===== config.mk =====
export PLATFORM = sky130hd
export DESIGN_NAME = mtc_timer
export DESIGN_NICKNAME = d
export VERILOG_FILES = /design/src/common/mtc_pkg.sv /design/src/rtl/mtc_timer.sv
export SDC_FILE = /design/constraint.sdc
export NUM_CORES = 2
export LEC_CHECK = 0
export BUFFER_PORTS_ARGS = -buffer_cell sky130_fd_sc_hd__buf_2
export CORE_MARGIN = 4
export CORE_UTILIZATION = 30
export CTS_CLUSTER_SIZE = 8
export DETAILED_ROUTE_END_ITERATION = 7
export GPL_ROUTABILITY_DRIVEN = 1
export PLACE_DENSITY = 0.5
export SYNTH_ARGS = -nofsm -noshare
export SYNTH_HDL_FRONTEND = slang
export SYNTH_SLANG_ARGS = --single-unit

===== constraint.sdc =====
create_clock -name clk -period 23.4 [get_ports clk]
set_input_delay 0 -clock clk [delete_from_list [all_inputs] [get_ports clk]]
set_output_delay 0 -clock clk [all_outputs]
set_load 0.005 [all_outputs]

===== src/common/mtc_pkg.sv =====
// Shared constants, field layouts and types of the six-channel timer
package mtc_pkg;
  // Structure
  localparam int NUM_CH  = 6;
  localparam int CNT_W   = 16;
  localparam int NUM_REG = 4;
  localparam int NUM_PIN = NUM_CH * NUM_REG;
  localparam int NUM_EXT = 4;
  localparam int ADDR_W  = 9;
  // Per-channel word offsets inside a 64-byte channel window
  localparam logic [5:0] OFF_CTRL = 6'h00;
  localparam logic [5:0] OFF_MODE = 6'h04;
  localparam logic [5:0] OFF_IOH  = 6'h08;
  localparam logic [5:0] OFF_IOL  = 6'h0C;
  localparam logic [5:0] OFF_CNT  = 6'h10;
  localparam logic [5:0] OFF_GRA  = 6'h20;
  localparam logic [5:0] OFF_GRB  = 6'h24;
  localparam logic [5:0] OFF_GRC  = 6'h28;
  localparam logic [5:0] OFF_GRD  = 6'h2C;
  // Common registers
  localparam logic [ADDR_W-1:0] ADDR_RUN  = 9'h180;
  localparam logic [ADDR_W-1:0] ADDR_SYNC = 9'h184;
  // Reset values and masks
  localparam logic [7:0] CTRL_RST  = 8'h00;
  localparam logic [7:0] CTRL_MASK = 8'h7F;
  localparam int         MODE_PHASE = 0;
  // Clock edge codes
  localparam logic [1:0] EDGE_RISE = 2'h0;
  localparam logic [1:0] EDGE_FALL = 2'h1;
  // Clear source codes
  localparam logic [2:0] CLR_A = 3'h1;
  localparam logic [2:0] CLR_B = 3'h2;
  localparam logic [2:0] CLR_C = 3'h5;
  localparam logic [2:0] CLR_D = 3'h6;
  localparam logic [1:0] CLR_SYNC_LO = 2'h3;
  // Prescaler taps: divide by 4, 16, 64
  localparam int PSC_W   = 6;
  localparam int TAP4    = 1;
  localparam int TAP16   = 3;
  localparam int TAP64   = 5;
  // Pin function codes, two bits per general register
  localparam logic [1:0] IO_TOGGLE   = 2'h1;
  localparam logic [1:0] IO_CAP_RISE = 2'h2;
  localparam logic [1:0] IO_CAP_FALL = 2'h3;
  // Bus answers
  localparam logic [1:0] RESP_OKAY   = 2'h0;
  localparam logic [1:0] RESP_SLVERR = 2'h2;
  // Counter control layout, bit 7 down to 0
  typedef struct packed {
    logic [2:0] clrSrc;
    logic [1:0] edgeSel;
    logic [2:0] prescale;
  } mtc_ctrl_s;
endpackage


===== src/rtl/mtc_timer.sv =====
// Six-channel timer: clock select, clearing, capture, compare and AXI4-Lite registers
//
// Register access over AXI4-Lite and the placing of the registers were left to the implementer.
`timescale 1ns/1ps

// Operation
// - Channels 1, 5 phase inputs on pins A, B
// - Channels 2, 4 phase inputs on pins C, D
// - One two-way pin per general register
// - Four registers on channels 0, 3; else two
// - Six control registers, one per channel
// - Bits 7..5 pick counter clear source
// - Bits 4..3 pick edge, 00 rising
// - Both edges count at double rate
// - Phase counting overrides edge select
// - Edge select ignored for undivided clock
// - 01 falling edge, 1x both edges
// - Four-register clear codes include C, D
// - Bit 7 reserved on two-register channels
module mtc_timer (
  input  wire logic                          clk,           // System clock
  input  wire logic                          rst,           // Async reset, active high
  input  wire logic [mtc_pkg::ADDR_W-1:0]    s_axi_awaddr,  // Write address
  input  wire logic                          s_axi_awvalid, // Write address valid
  output logic                               s_axi_awready, // Write address ready
  input  wire logic [31:0]                   s_axi_wdata,   // Write data
  input  wire logic [3:0]                    s_axi_wstrb,   // Write byte strobes
  input  wire logic                          s_axi_wvalid,  // Write data valid
  output logic                               s_axi_wready,  // Write data ready
  output logic [1:0]                         s_axi_bresp,   // Write response
  output logic                               s_axi_bvalid,  // Write response valid
  input  wire logic                          s_axi_bready,  // Write response ready
  input  wire logic [mtc_pkg::ADDR_W-1:0]    s_axi_araddr,  // Read address
  input  wire logic                          s_axi_arvalid, // Read address valid
  output logic                               s_axi_arready, // Read address ready
  output logic [31:0]                        s_axi_rdata,   // Read data
  output logic [1:0]                         s_axi_rresp,   // Read response
  output logic                               s_axi_rvalid,  // Read data valid
  input  wire logic                          s_axi_rready,  // Read data ready
  input  wire logic [mtc_pkg::NUM_EXT-1:0]   extClkPin,     // External clock pins A..D
  input  wire logic [mtc_pkg::NUM_PIN-1:0]   ioPinIn,       // Pin levels, index ch*4+reg
  output logic [mtc_pkg::NUM_PIN-1:0]        ioPinOut,      // Pin drive values
  output logic [mtc_pkg::NUM_PIN-1:0]        ioPinOe        // Pin output enables
);
  import mtc_pkg::*;

  // Register storage, one element per channel
  logic [7:0]       ctrlR [NUM_CH];
  logic [7:0]       modeR [NUM_CH];
  logic [7:0]       ioHR  [NUM_CH];
  logic [7:0]       ioLR  [NUM_CH];
  logic [CNT_W-1:0] cntR  [NUM_CH];
  logic [CNT_W-1:0] grR   [NUM_CH][NUM_REG];
  logic [NUM_CH-1:0] runR;
  logic [NUM_CH-1:0] syncR;
  logic [NUM_CH-1:0] chClr;

  // Bus state
  logic [ADDR_W-1:0] wAddrQ;
  logic [31:0]       wDataQ;
  logic [3:0]        wStrbQ;
  logic              awHeld;
  logic              wHeld;
  logic              doWrite;
  logic              wrOk;
  logic [31:0]       rdNext;

  // Synchronisers and prescaler
  logic [NUM_EXT-1:0] extS1, extS2, extS3;
  logic [NUM_PIN-1:0] pinS1, pinS2, pinS3;
  logic [NUM_EXT-1:0] extRise, extFall;
  logic [NUM_PIN-1:0] pinRise, pinFall;
  logic [PSC_W-1:0]   psc, pscPrev;
  logic [PSC_W-1:0]   pscRise, pscFall;

  // Decodes whether a byte address holds a register
  function automatic logic mapped(input logic [ADDR_W-1:0] a);
    logic [2:0] ch;
    logic [5:0] off;
    logic       four;
    ch   = a[8:6];
    off  = a[5:0];
    four = (ch == 3'h0) || (ch == 3'h3);
    mapped = (a == ADDR_RUN) || (a == ADDR_SYNC) ||
             ((ch < 3'(NUM_CH)) &&
              (off == OFF_CTRL || off == OFF_MODE || off == OFF_IOH ||
               off == OFF_CNT || off == OFF_GRA || off == OFF_GRB ||
               (four && (off == OFF_IOL || off == OFF_GRC || off == OFF_GRD))));
  endfunction

  // Matches a channel register address
  function automatic logic hit(input logic [ADDR_W-1:0] a, input int ch, input logic [5:0] off);
    hit = (a[8:6] == 3'(ch)) && (a[5:0] == off);
  endfunction

  // Merges written byte lanes into the old value
  function automatic logic [31:0] merge(input logic [31:0] o, input logic [31:0] n, input logic [3:0] s);
    for (int i = 0; i < 4; i++) begin
      merge[8*i +: 8] = s[i] ? n[8*i +: 8] : o[8*i +: 8];
    end
  endfunction

  // Offset of general register r
  function automatic logic [5:0] grOff(input int r);
    grOff = OFF_GRA + 6'(4 * r);
  endfunction

  // Two flops per pin; the third only feeds edge detection
  always_ff @(posedge clk or posedge rst) begin
    if (rst) begin
      extS1 <= '0;
      extS2 <= '0;
      extS3 <= '0;
      pinS1 <= '0;
      pinS2 <= '0;
      pinS3 <= '0;
    end else begin
      extS1 <= extClkPin;
      extS2 <= extS1;
      extS3 <= extS2;
      pinS1 <= ioPinIn;
      pinS2 <= pinS1;
      pinS3 <= pinS2;
    end
  end

  // Single-cycle edge pulses in the system domain
  assign extRise = extS2 & ~extS3;
  assign extFall = ~extS2 & extS3;
  assign pinRise = pinS2 & ~pinS3;
  assign pinFall = ~pinS2 & pinS3;

  // Free-running prescaler shared by all channels
  always_ff @(posedge clk or posedge rst) begin
    if (rst) begin
      psc     <= '0;
      pscPrev <= '0;
    end else begin
      psc     <= psc + 1'b1;
      pscPrev <= psc;
    end
  end

  assign pscRise = psc & ~pscPrev;
  assign pscFall = ~psc & pscPrev;

  // Write address and data are taken in either order
  always_ff @(posedge clk or posedge rst) begin
    if (rst) begin
      s_axi_awready <= 1'b0;
      awHeld        <= 1'b0;
      wAddrQ        <= '0;
    end else if (s_axi_awready && s_axi_awvalid) begin
      s_axi_awready <= 1'b0;
      awHeld        <= 1'b1;
      wAddrQ        <= s_axi_awaddr;
    end else if (doWrite) begin
      awHeld        <= 1'b0;
    end else if (!awHeld && !s_axi_bvalid) begin
      s_axi_awready <= 1'b1;
    end
  end

  always_ff @(posedge clk or posedge rst) begin
    if (rst) begin
      s_axi_wready <= 1'b0;
      wHeld        <= 1'b0;
      wDataQ       <= '0;
      wStrbQ       <= '0;
    end else if (s_axi_wready && s_axi_wvalid) begin
      s_axi_wready <= 1'b0;
      wHeld        <= 1'b1;
      wDataQ       <= s_axi_wdata;
      wStrbQ       <= s_axi_wstrb;
    end else if (doWrite) begin
      wHeld        <= 1'b0;
    end else if (!wHeld && !s_axi_bvalid) begin
      s_axi_wready <= 1'b1;
    end
  end

  // Unmapped writes are dropped and answered with an error
  assign doWrite = awHeld && wHeld && !s_axi_bvalid;
  assign wrOk    = doWrite && mapped(wAddrQ);

  always_ff @(posedge clk or posedge rst) begin
    if (rst) begin
      s_axi_bvalid <= 1'b0;
      s_axi_bresp  <= RESP_OKAY;
    end else if (doWrite) begin
      s_axi_bvalid <= 1'b1;
      s_axi_bresp  <= mapped(wAddrQ) ? RESP_OKAY : RESP_SLVERR;
    end else if (s_axi_bready) begin
      s_axi_bvalid <= 1'b0;
    end
  end

  // Read mux; absent registers read as zero
  always_comb begin
    rdNext = '0;
    if (s_axi_araddr == ADDR_RUN) begin
      rdNext = 32'(runR);
    end else if (s_axi_araddr == ADDR_SYNC) begin
      rdNext = 32'(syncR);
    end else if (mapped(s_axi_araddr)) begin
      unique case (s_axi_araddr[5:0])
        OFF_CTRL: rdNext = 32'(ctrlR[s_axi_araddr[8:6]]);
        OFF_MODE: rdNext = 32'(modeR[s_axi_araddr[8:6]]);
        OFF_IOH:  rdNext = 32'(ioHR[s_axi_araddr[8:6]]);
        OFF_IOL:  rdNext = 32'(ioLR[s_axi_araddr[8:6]]);
        OFF_CNT:  rdNext = 32'(cntR[s_axi_araddr[8:6]]);
        OFF_GRA:  rdNext = 32'(grR[s_axi_araddr[8:6]][0]);
        OFF_GRB:  rdNext = 32'(grR[s_axi_araddr[8:6]][1]);
        OFF_GRC:  rdNext = 32'(grR[s_axi_araddr[8:6]][2]);
        OFF_GRD:  rdNext = 32'(grR[s_axi_araddr[8:6]][3]);
        default:  rdNext = '0;
      endcase
    end
  end

  // Read answers one cycle after the address is taken
  always_ff @(posedge clk or posedge rst) begin
    if (rst) begin
      s_axi_arready <= 1'b0;
      s_axi_rvalid  <= 1'b0;
      s_axi_rdata   <= '0;
      s_axi_rresp   <= RESP_OKAY;
    end else if (s_axi_arready && s_axi_arvalid) begin
      s_axi_arready <= 1'b0;
      s_axi_rvalid  <= 1'b1;
      s_axi_rdata   <= rdNext;
      s_axi_rresp   <= mapped(s_axi_araddr) ? RESP_OKAY : RESP_SLVERR;
    end else if (s_axi_rvalid) begin
      if (s_axi_rready) begin
        s_axi_rvalid <= 1'b0;
      end
    end else begin
      s_axi_arready <= 1'b1;
    end
  end

  // Common run and synchronous-clear enables
  always_ff @(posedge clk or posedge rst) begin
    if (rst) begin
      runR  <= '0;
      syncR <= '0;
    end else if (wrOk && wAddrQ == ADDR_RUN) begin
      runR  <= NUM_CH'(merge(32'(runR), wDataQ, wStrbQ));
    end else if (wrOk && wAddrQ == ADDR_SYNC) begin
      syncR <= NUM_CH'(merge(32'(syncR), wDataQ, wStrbQ));
    end
  end

  for (genvar c = 0; c < NUM_CH; c++) begin : gCh
    localparam bit FOUR = (c == 0) || (c == 3);
    localparam int NREG = FOUR ? 4 : 2;
    localparam int PA   = (c == 1 || c == 5) ? 0 : 2;
    localparam logic [NUM_CH-1:0] SELF = NUM_CH'(1) << c;
    mtc_ctrl_s        cs;
    logic             rise, fall, tick;
    logic             phOn, aEdge, bEdge, up;
    logic             ownClr, clrEvt;
    logic [NUM_REG-1:0] evt;
    logic [15:0]      ioCat;

    assign cs    = mtc_ctrl_s'(ctrlR[c]);
    assign ioCat = {ioLR[c], ioHR[c]};

    // Source select; undivided clock counts every cycle whatever the edge
    always_comb begin
      rise = 1'b0;
      fall = 1'b0;
      if (cs.prescale[2]) begin
        rise = extRise[cs.prescale[1:0]];
        fall = extFall[cs.prescale[1:0]];
      end else begin
        unique case (cs.prescale[1:0])
          2'h0: begin
            rise = 1'b1;
            fall = 1'b1;
          end
          2'h1: begin
            rise = pscRise[TAP4];
            fall = pscFall[TAP4];
          end
          2'h2: begin
            rise = pscRise[TAP16];
            fall = pscFall[TAP16];
          end
          2'h3: begin
            rise = pscRise[TAP64];
            fall = pscFall[TAP64];
          end
        endcase
      end
    end

    // Edge qualification of the selected source
    assign tick = cs.edgeSel[1] ? (rise | fall) :
                  (cs.edgeSel == EDGE_FALL) ? fall : rise;

    // Quadrature decode from the channel's pin pair
    assign phOn  = !FOUR && modeR[c][MODE_PHASE];
    assign aEdge = extRise[PA] | extFall[PA];
    assign bEdge = extRise[PA+1] | extFall[PA+1];
    assign up    = aEdge ? (extS2[PA] != extS2[PA+1]) : (extS2[PA] == extS2[PA+1]);

    // Clear source decode; C and D exist only on four-register channels
    always_comb begin
      unique case (cs.clrSrc)
        CLR_A:   ownClr = evt[0];
        CLR_B:   ownClr = evt[1];
        CLR_C:   ownClr = FOUR && evt[2];
        CLR_D:   ownClr = FOUR && evt[3];
        default: ownClr = 1'b0;
      endcase
    end

    assign chClr[c] = ownClr;
    assign clrEvt   = ownClr || ((cs.clrSrc[1:0] == CLR_SYNC_LO) && syncR[c] &&
                      |(chClr & syncR & ~SELF));

    // Counter: software write, then clear, then counting
    always_ff @(posedge clk or posedge rst) begin
      if (rst) begin
        cntR[c] <= '0;
      end else if (wrOk && hit(wAddrQ, c, OFF_CNT)) begin
        cntR[c] <= CNT_W'(merge(32'(cntR[c]), wDataQ, wStrbQ));
      end else if (clrEvt) begin
        cntR[c] <= '0;
      end else if (runR[c] && phOn) begin
        if (aEdge || bEdge) begin
          cntR[c] <= up ? cntR[c] + 1'b1 : cntR[c] - 1'b1;
        end
      end else if (runR[c] && tick) begin
        cntR[c] <= cntR[c] + 1'b1;
      end
    end

    // Control, mode and pin function registers of this channel only
    always_ff @(posedge clk or posedge rst) begin
      if (rst) begin
        ctrlR[c] <= CTRL_RST;
        modeR[c] <= '0;
        ioHR[c]  <= '0;
        ioLR[c]  <= '0;
      end else if (wrOk && wStrbQ[0]) begin
        if (hit(wAddrQ, c, OFF_CTRL)) begin
          ctrlR[c] <= FOUR ? wDataQ[7:0] : (wDataQ[7:0] & CTRL_MASK);
        end
        if (hit(wAddrQ, c, OFF_MODE)) begin
          modeR[c] <= {7'h00, !FOUR && wDataQ[MODE_PHASE]};
        end
        if (hit(wAddrQ, c, OFF_IOH)) begin
          ioHR[c] <= {4'h0, wDataQ[3:0]};
        end
        if (hit(wAddrQ, c, OFF_IOL)) begin
          ioLR[c] <= {4'h0, wDataQ[3:0]};
        end
      end
    end

    for (genvar r = 0; r < NUM_REG; r++) begin : gReg
      localparam int PIN = c * NUM_REG + r;
      logic [1:0] io;
      logic       eqPrev, cmpEvt, capEvt, outQ, oeQ;

      assign io     = ioCat[2*r +: 2];
      assign cmpEvt = (r < NREG) && !io[1] && (cntR[c] == grR[c][r]) && !eqPrev;
      assign capEvt = (r < NREG) && (((io == IO_CAP_RISE) && pinRise[PIN]) ||
                      ((io == IO_CAP_FALL) && pinFall[PIN]));
      assign evt[r] = cmpEvt || capEvt;

      // Match is an event only on entry into equality
      always_ff @(posedge clk or posedge rst) begin
        if (rst) begin
          eqPrev <= 1'b0;
        end else begin
          eqPrev <= (cntR[c] == grR[c][r]);
        end
      end

      // Capture beats a software write in the same cycle
      always_ff @(posedge clk or posedge rst) begin
        if (rst) begin
          grR[c][r] <= '0;
        end else if (capEvt) begin
          grR[c][r] <= cntR[c];
        end else if (wrOk && hit(wAddrQ, c, grOff(r))) begin
          grR[c][r] <= CNT_W'(merge(32'(grR[c][r]), wDataQ, wStrbQ));
        end
      end

      // Pin drives only while the register compares with toggle output
      always_ff @(posedge clk or posedge rst) begin
        if (rst) begin
          outQ <= 1'b0;
          oeQ  <= 1'b0;
        end else begin
          oeQ <= (r < NREG) && (io == IO_TOGGLE);
          if (cmpEvt && io == IO_TOGGLE) begin
            outQ <= !outQ;
          end
        end
      end

      assign ioPinOut[PIN] = outQ;
      assign ioPinOe[PIN]  = oeQ;
    end
  end

endmodule // mtc_timer


After elaboration in Yosys (flattened, before gate mapping) --
Cells that the tools add are included.
Word-level totals: register bits 788, bits in latches 0, RAM bits 0, ROM bits 0, word-level logic and storage cells 934, memories 0
Cells by class: add/subtract/negate cells 11, multiply operators 0, divide/modulo/power cells 0, $lt $le $gt $ge 9, eq/ne operators 147, shift operators 0, mux-type cells 168, bitwise gates (word level) 25, reduce and logical (&&, ||, !) cells 429
Operators by type and width (number):
- $mux 16 | 60
- $eq 16x16->1 | 16
- $bmux 64 s3 | 1
- $logic_and 1x1->1 | 183
- $reduce_and 2->1 | 77
- $pmux 16 s9 | 1
- $mux 64 | 2
- $add 16x1->16 const B | 6
- $bmux 8 s3 | 4
- $mux 32 | 3
- $eq 2x2->1 const B | 46
- $reduce_bool 2->1 | 41
- $mux 8 | 10
- $sub 16x1->16 const B | 4
- $eq 2x1->1 const B | 28
- $pmux 1 s4 | 14
- $logic_or 1x1->1 | 54
- $mux 1 | 54
- $bmux 16 s3 | 1
- $eq 6x6->1 const B | 8
- $and 22x22->22 | 2
- $not 22->22 | 2
- $logic_not 1->1 | 43
- $eq 9x9->1 const B | 4
- other kinds (32) | 125

Logic depth before layout (Yosys ltp) --
depth in word-level cells 13, depth in mapped cells 12, mapped depth without buffers 11

Worst setup path after synthesis --
OpenSTA, ideal clock, no wires.
path kind register -> register, start register wAddrQ[0], end register cntR[0] (netlist name), data arrival time 2.806 ns, data required time 23.275 ns, slack 20.470 ns, cell stages (with the launch flop) 11, buffers on the path 1, cells stage by stage dfrtp_1 -> nor4_4 -> or4b_1 -> o21ai_2 -> and2_1 -> nand3_1 -> o211ai_1 -> o31a_1 -> buf_2 -> a2bb2oi_4 -> mux2_2
Between the ends: word-level cells in the longest chain between the ends 13, elaborated cells between the ends (all ways) 31, those cells by class eq/ne: 12; mux: 1; reduce/logical: 18
RTL lines:
- start: declaration | line mtc_timer.sv:59 | logic [ADDR_W-1:0] wAddrQ;
- start signal: assignment | line mtc_timer.sv:156 | wAddrQ <= s_axi_awaddr;
- $eq 6x3->1 or $logic_not 6->1 (tied branches) | line mtc_timer.sv:86 | (off == OFF_CTRL || off == OFF_MODE || off == OFF_IOH ||
- $logic_or 1x1->1 (3 in series) | line mtc_timer.sv:86
- $logic_or 1x1->1 (3 in series) | line mtc_timer.sv:87 | off == OFF_CNT || off == OFF_GRA || off == OFF_GRB ||
- $logic_and 1x1->1 | line mtc_timer.sv:85 | ((ch < 3'(NUM_CH)) &&
- $logic_or 1x1->1 | line mtc_timer.sv:84 | mapped = (a == ADDR_RUN) || (a == ADDR_SYNC) ||
- $logic_and 1x1->1 | line mtc_timer.sv:184 | assign wrOk = doWrite && mapped(wAddrQ);
- $logic_and 1x1->1 (*) | line mtc_timer.sv:327 | end else if (wrOk && hit(wAddrQ, c, OFF_CNT)) begin
- $ne 4x3->1 (no source line), or another cell as far along
- $reduce_and 3->1 (no source line)
- end signal: indexed assignment | line mtc_timer.sv:328 | cntR[c] <= CNT_W'(merge(32'(cntR[c]), wDataQ, wStrbQ));
- end signal: indexed assignment | line mtc_timer.sv:333 | cntR[c] <= up ? cntR[c] + 1'b1 : cntR[c] - 1'b1;
- end signal: indexed assignment | line mtc_timer.sv:336 | cntR[c] <= cntR[c] + 1'b1;
- end: declaration | line mtc_timer.sv:52 | logic [CNT_W-1:0] cntR [NUM_CH];
Mark *: on every way between the ends. The rest lies on a longest branch, timed or not. A chain may end at the register's enable or synchronous reset.

Final worst setup path --
start register cntR[42] (netlist name), end register cntR[22] (netlist name)
Between the ends: word-level cells in the longest chain between the ends 11, elaborated cells between the ends (all ways) 22, those cells by class eq/ne: 5; mux: 3; bitwise: 1; reduce/logical: 13
RTL lines:
- $eq 16x16->1 | line mtc_timer.sv:369 | assign cmpEvt = (r < NREG) && !io[1] && (cntR[c] == grR[c][r]) && !eqPrev;
- $logic_and 1x1->1 (2 in series) | line mtc_timer.sv:369
- $logic_or 1x1->1 | line mtc_timer.sv:372 | assign evt[r] = cmpEvt || capEvt;
- $pmux 1 s4 (*) | line mtc_timer.sv:310 | unique case (cs.clrSrc)
- $and 6x6->6 (*)
- $reduce_or 5->1 (*) | line mtc_timer.sv:321 | |(chClr & syncR & ~SELF));
- $logic_and 1x1->1 (*) | line mtc_timer.sv:320 | assign clrEvt = ownClr || ((cs.clrSrc[1:0] == CLR_SYNC_LO) && syncR[c] &&
- $logic_or 1x1->1 (*) | line mtc_timer.sv:320
- $ne 4x3->1 (no source line), or another cell as far along
- $reduce_and 3->1 (no source line) or $mux 16 (tied branches)
Marks and branches as above.

==> flow_summary.toml <==
[grt]
grt_max_degree = 146
antenna_found_initial = 3
grtUsageTotal_pct = 20.8
grt_overflow = 0
grt_pass1_wl_um = 227000
first_global_vias = 32100

[clocking]
clock_sinks = 737
cts_tree = "built"
cts_resized = 0
h-tree-depth = 3
numCtsBuffers = 103
clock_latency_ps = 730
clkTransAtPathRegs_ps = 50
root_buffer = "clkbuf_16"
clockBufferDepth = 3

[setup_path]
path_cells = "xnor2_1 -> nand4_1 -> nor4_1 -> a31o_2 -> o221ai_1 -> o211a_1 -> a31oi_2 -> o21ai_2 -> a32o_1"
rrSetupSlack_ps = 18740
ff2ff_path_depth = 9
rr_startpoint = "cntR[42]$_DFFE_PP0P_"
cp-start-kind = "flip-flop"
worstReg2RegEnd = "cntR[22]$_DFFE_PP0P_"
critPathMaxFanout = 13
worstPathArrival_ps = 5240
cp_data_required_time_ps = 23980
slowest_stage = "nor4_1"
slowest_delay_ps = 1230
crit_path_end_kind = "flip-flop"
critical_path_class = "reg2reg"

[pwr]
power_density_nw_per_um2 = 78.1
vdd_drop_max_mv = 0.0812
p_leak_nw = 22.0

[cells_and_area]
final_common_cell = "dfrtp_1"
multi_input_area_sq_um = 21100
layout_common_cells = "732 x dfrtp_1, 339 x nor2_1, 257 x mux2i_1"
stdcell_area_sq_um = 47300
register_area_sq_um = 18400
nets = 4265
area_growth_pct = 11.9
layout-drive-gt1-share_pct = 15.3
fill_cells = 14300

[sta]
final_max_slew_viol_count = 0
finalSetupTns_ps = 0
hold_viol = 0
timing.final.crit_share_pct = 19.9
rsz0062_at_grt = "no"
max_freq_mhz = 214
worst_pin_slew_ps = 1420
slew_headroom_pct = 4.63
period_minus_slack_ps = 4660
final-setup-viol-count = 0
fin_worst_skew_ps = 42.6

[synth]
yosysWarnings = 0
synth_edf_count = 0
yosysSeqAreaShare_pct = 43.6
synth_area_sq_um = 42300
yosysUniqueCellTypes = 95
synth_top_flop_cell = "dfrtp_1"
async_flop_share_pct = 100
ys_ff_latch = 737
syn_area_per_cell_sq_um = 9.94
syn_inst = 4258

[drt]
route.detailed.drc = 0
drt-vias-per-instance = 5.48
via_count = 33100
ant_nets = 0
dr.pass1.iters = 8
drt_wl_total_um = 156000
drtIter0Drc = 3636
wire_per_inst_um = 25.9

[floorplan]
start_util_pct = 30.3
fp.coreArea_sq_um = 140000
dieArea_sq_um = 147000
rows = 137
fp.dieH_um = 384
io-pin-count = 178
fp.dieW_um = 384

[placement]
place_congestion = 0.928
place_area_sq_um = 43700
io_buffers = 105
hpwl_um = 113000

[hold_path]
hold_path_startpoint = "s_axi_wstrb[1]"
worstHoldPathType = "in2reg"
holdPathEnd = "wStrbQ[1]$_DFFE_PP0P_"
holdPathStages = 3

[run_status]
status = "finished, final reports clean"

[flow_run]
max_cap_violations = 0
## stage by stage
| step | util, % | instances | hold WS [ps] | power [W] | setup slack [ps] |
|---|---|---|---|---|---|
| final | 33.9 | 6040 | 59.5 | 0.00370 | 18740 |
| after CTS | 33.8 | 6036 | 14.6 | 0.00372 | 18820 |
| after global placement | 31.3 | 5828 | 108 | 0.00229 | 18870 |
| after global routing | 33.8 | 6036 | 47.2 | 0.00384 | 18690 |
| after detailed placement | 31.3 | 5828 | 110 | 0.00229 | 18870 |
| after floorplan | - | 4299 | 31.4 | 0.00191 | 2720 |
## flip-flops by register name (all words and copies together) (netlist names), 12 cells and up
register,flops
s_axi_rdata,16
gCh.ioCat,24
pinS2,12
gCh.gReg.outQ,12
pinS1,12
grR,384
gCh.gReg.oeQ,12
cntR,96
gCh.gReg.eqPrev,16
wDataQ,16
pinS3,12
gCh.gReg.io,24
gCh.cs,44
## worst max-delay path by stage
stage	cells after the start	endpoint	slack [ps]	from
2_1_floorplan	1	awHeld$_DFFE_PP0P_	2720	rst
3_3_place_gp	9	cntR[40]$_DFFE_PP0P_	18870	cntR[57]$_DFFE_PP0P_
3_5_place_dp	9	cntR[23]$_DFFE_PP0P_	18870	cntR[42]$_DFFE_PP0P_
4_1_cts	10	cntR[23]$_DFFE_PP0P_	18820	cntR[34]$_DFFE_PP0P_
5_1_grt	9	cntR[43]$_DFFE_PP0P_	18690	cntR[57]$_DFFE_PP0P_
6_report	9	cntR[22]$_DFFE_PP0P_	18740	cntR[42]$_DFFE_PP0P_
## area by class of cell
cell class / count / area share, %
Multi-Input combinational cell: 2858 / 44.6
Sequential cell: 737 / 39.0
Clock buffer: 122 / 5.73
Tap cell: 1876 / 4.96
Timing Repair Buffer: 265 / 4.14
Inverter: 174 / 1.40
Clock inverter: 4 / 0.188
Antenna cell: 4 / 0.0211
## cell usage after synthesis (9+ instances only)
cell       instances  share of area, %
a211oi_1          11              0.20
a21o_1            19              0.34
a21oi_1          246               2.9
a22oi_1           43              0.76
a2bb2oi_1         42              0.87
a31oi_1           34              0.50
a32o_1            11              0.26
a32oi_1           14              0.29
and2_1            13              0.19
and3_1            52              0.77
buf_1             17              0.15
buf_2             65              0.77
buf_4             68               1.2
clkbuf_1         379               3.4
dfrtp_1          737                44
ha_1              37               1.1
inv_1            172               1.5
mux2_2           169               4.5
mux2i_1          257               6.1
mux4_2           107               5.7
nand2_1          247               2.2
nand2b_1          17              0.25
nand3_1           69              0.82
nand3b_1          18              0.32
nand4_1           52              0.77
nor2_1           339               3.0
nor2b_1           30              0.44
nor3_1            47              0.56
nor3b_1           15              0.27
nor4_1            53              0.78
o211ai_1          22              0.39
o21a_1            32              0.57
o21ai_0          181               2.1
o21ai_1           29              0.34
o221ai_1           9              0.19
o22a_1            12              0.25
o22ai_1          111               1.6
o31ai_1           28              0.50
o32ai_1           10              0.21
or3_1             19              0.28
or4_1             10              0.18
xnor2_1          113               2.3
xor2_1           164               3.4
## critical path, delay by kind of cell, from the launching register on
kind / cells / cell delay [ps]
flops: 1 / 820
xor+xnor: 1 / 200
simple gates: 2 / 1470
compound gates: 6 / 2010
## repair_timing
action | CTS | global route
buffers inserted | 0 | 0
hold buffers | 82 | 0
endpoints found under the hold margin | 142 | 0
## logic make-up after synthesis
kind of cell	count (synthesis)	share of synthesized area, %
simple gates	1030	11.9
buf+inv	704	7.06
xor+xnor	279	5.84
compound gates	935	14.3
mux	535	16.3
flops	737	43.6
fa+ha+maj	37	1.09
other cells	1	0.00886
## power by group
group	total (W)	leakage [nW]	internal (W)	switching, W
clock	0.00139	1.36	0.000801	0.000586
sequential	0.00148	10.0	0.00135	0.000134
combinational	0.000827	10.6	0.000257	0.000571
total	0.00370	22.0	0.00241	0.00129
## per-layer routing
layer,routed length (um),vias up,share of wire (%),GRT usage (%)
li1,-,14700,-,-
met1,68900,16800,44,29.1
met2,70100,1295,45,32.4
met3,11400,282,7.3,3.85
met4,5800,2,3.7,7.26
met5,12,-,0.0077,0
Power figures use the tool's default switching activity.
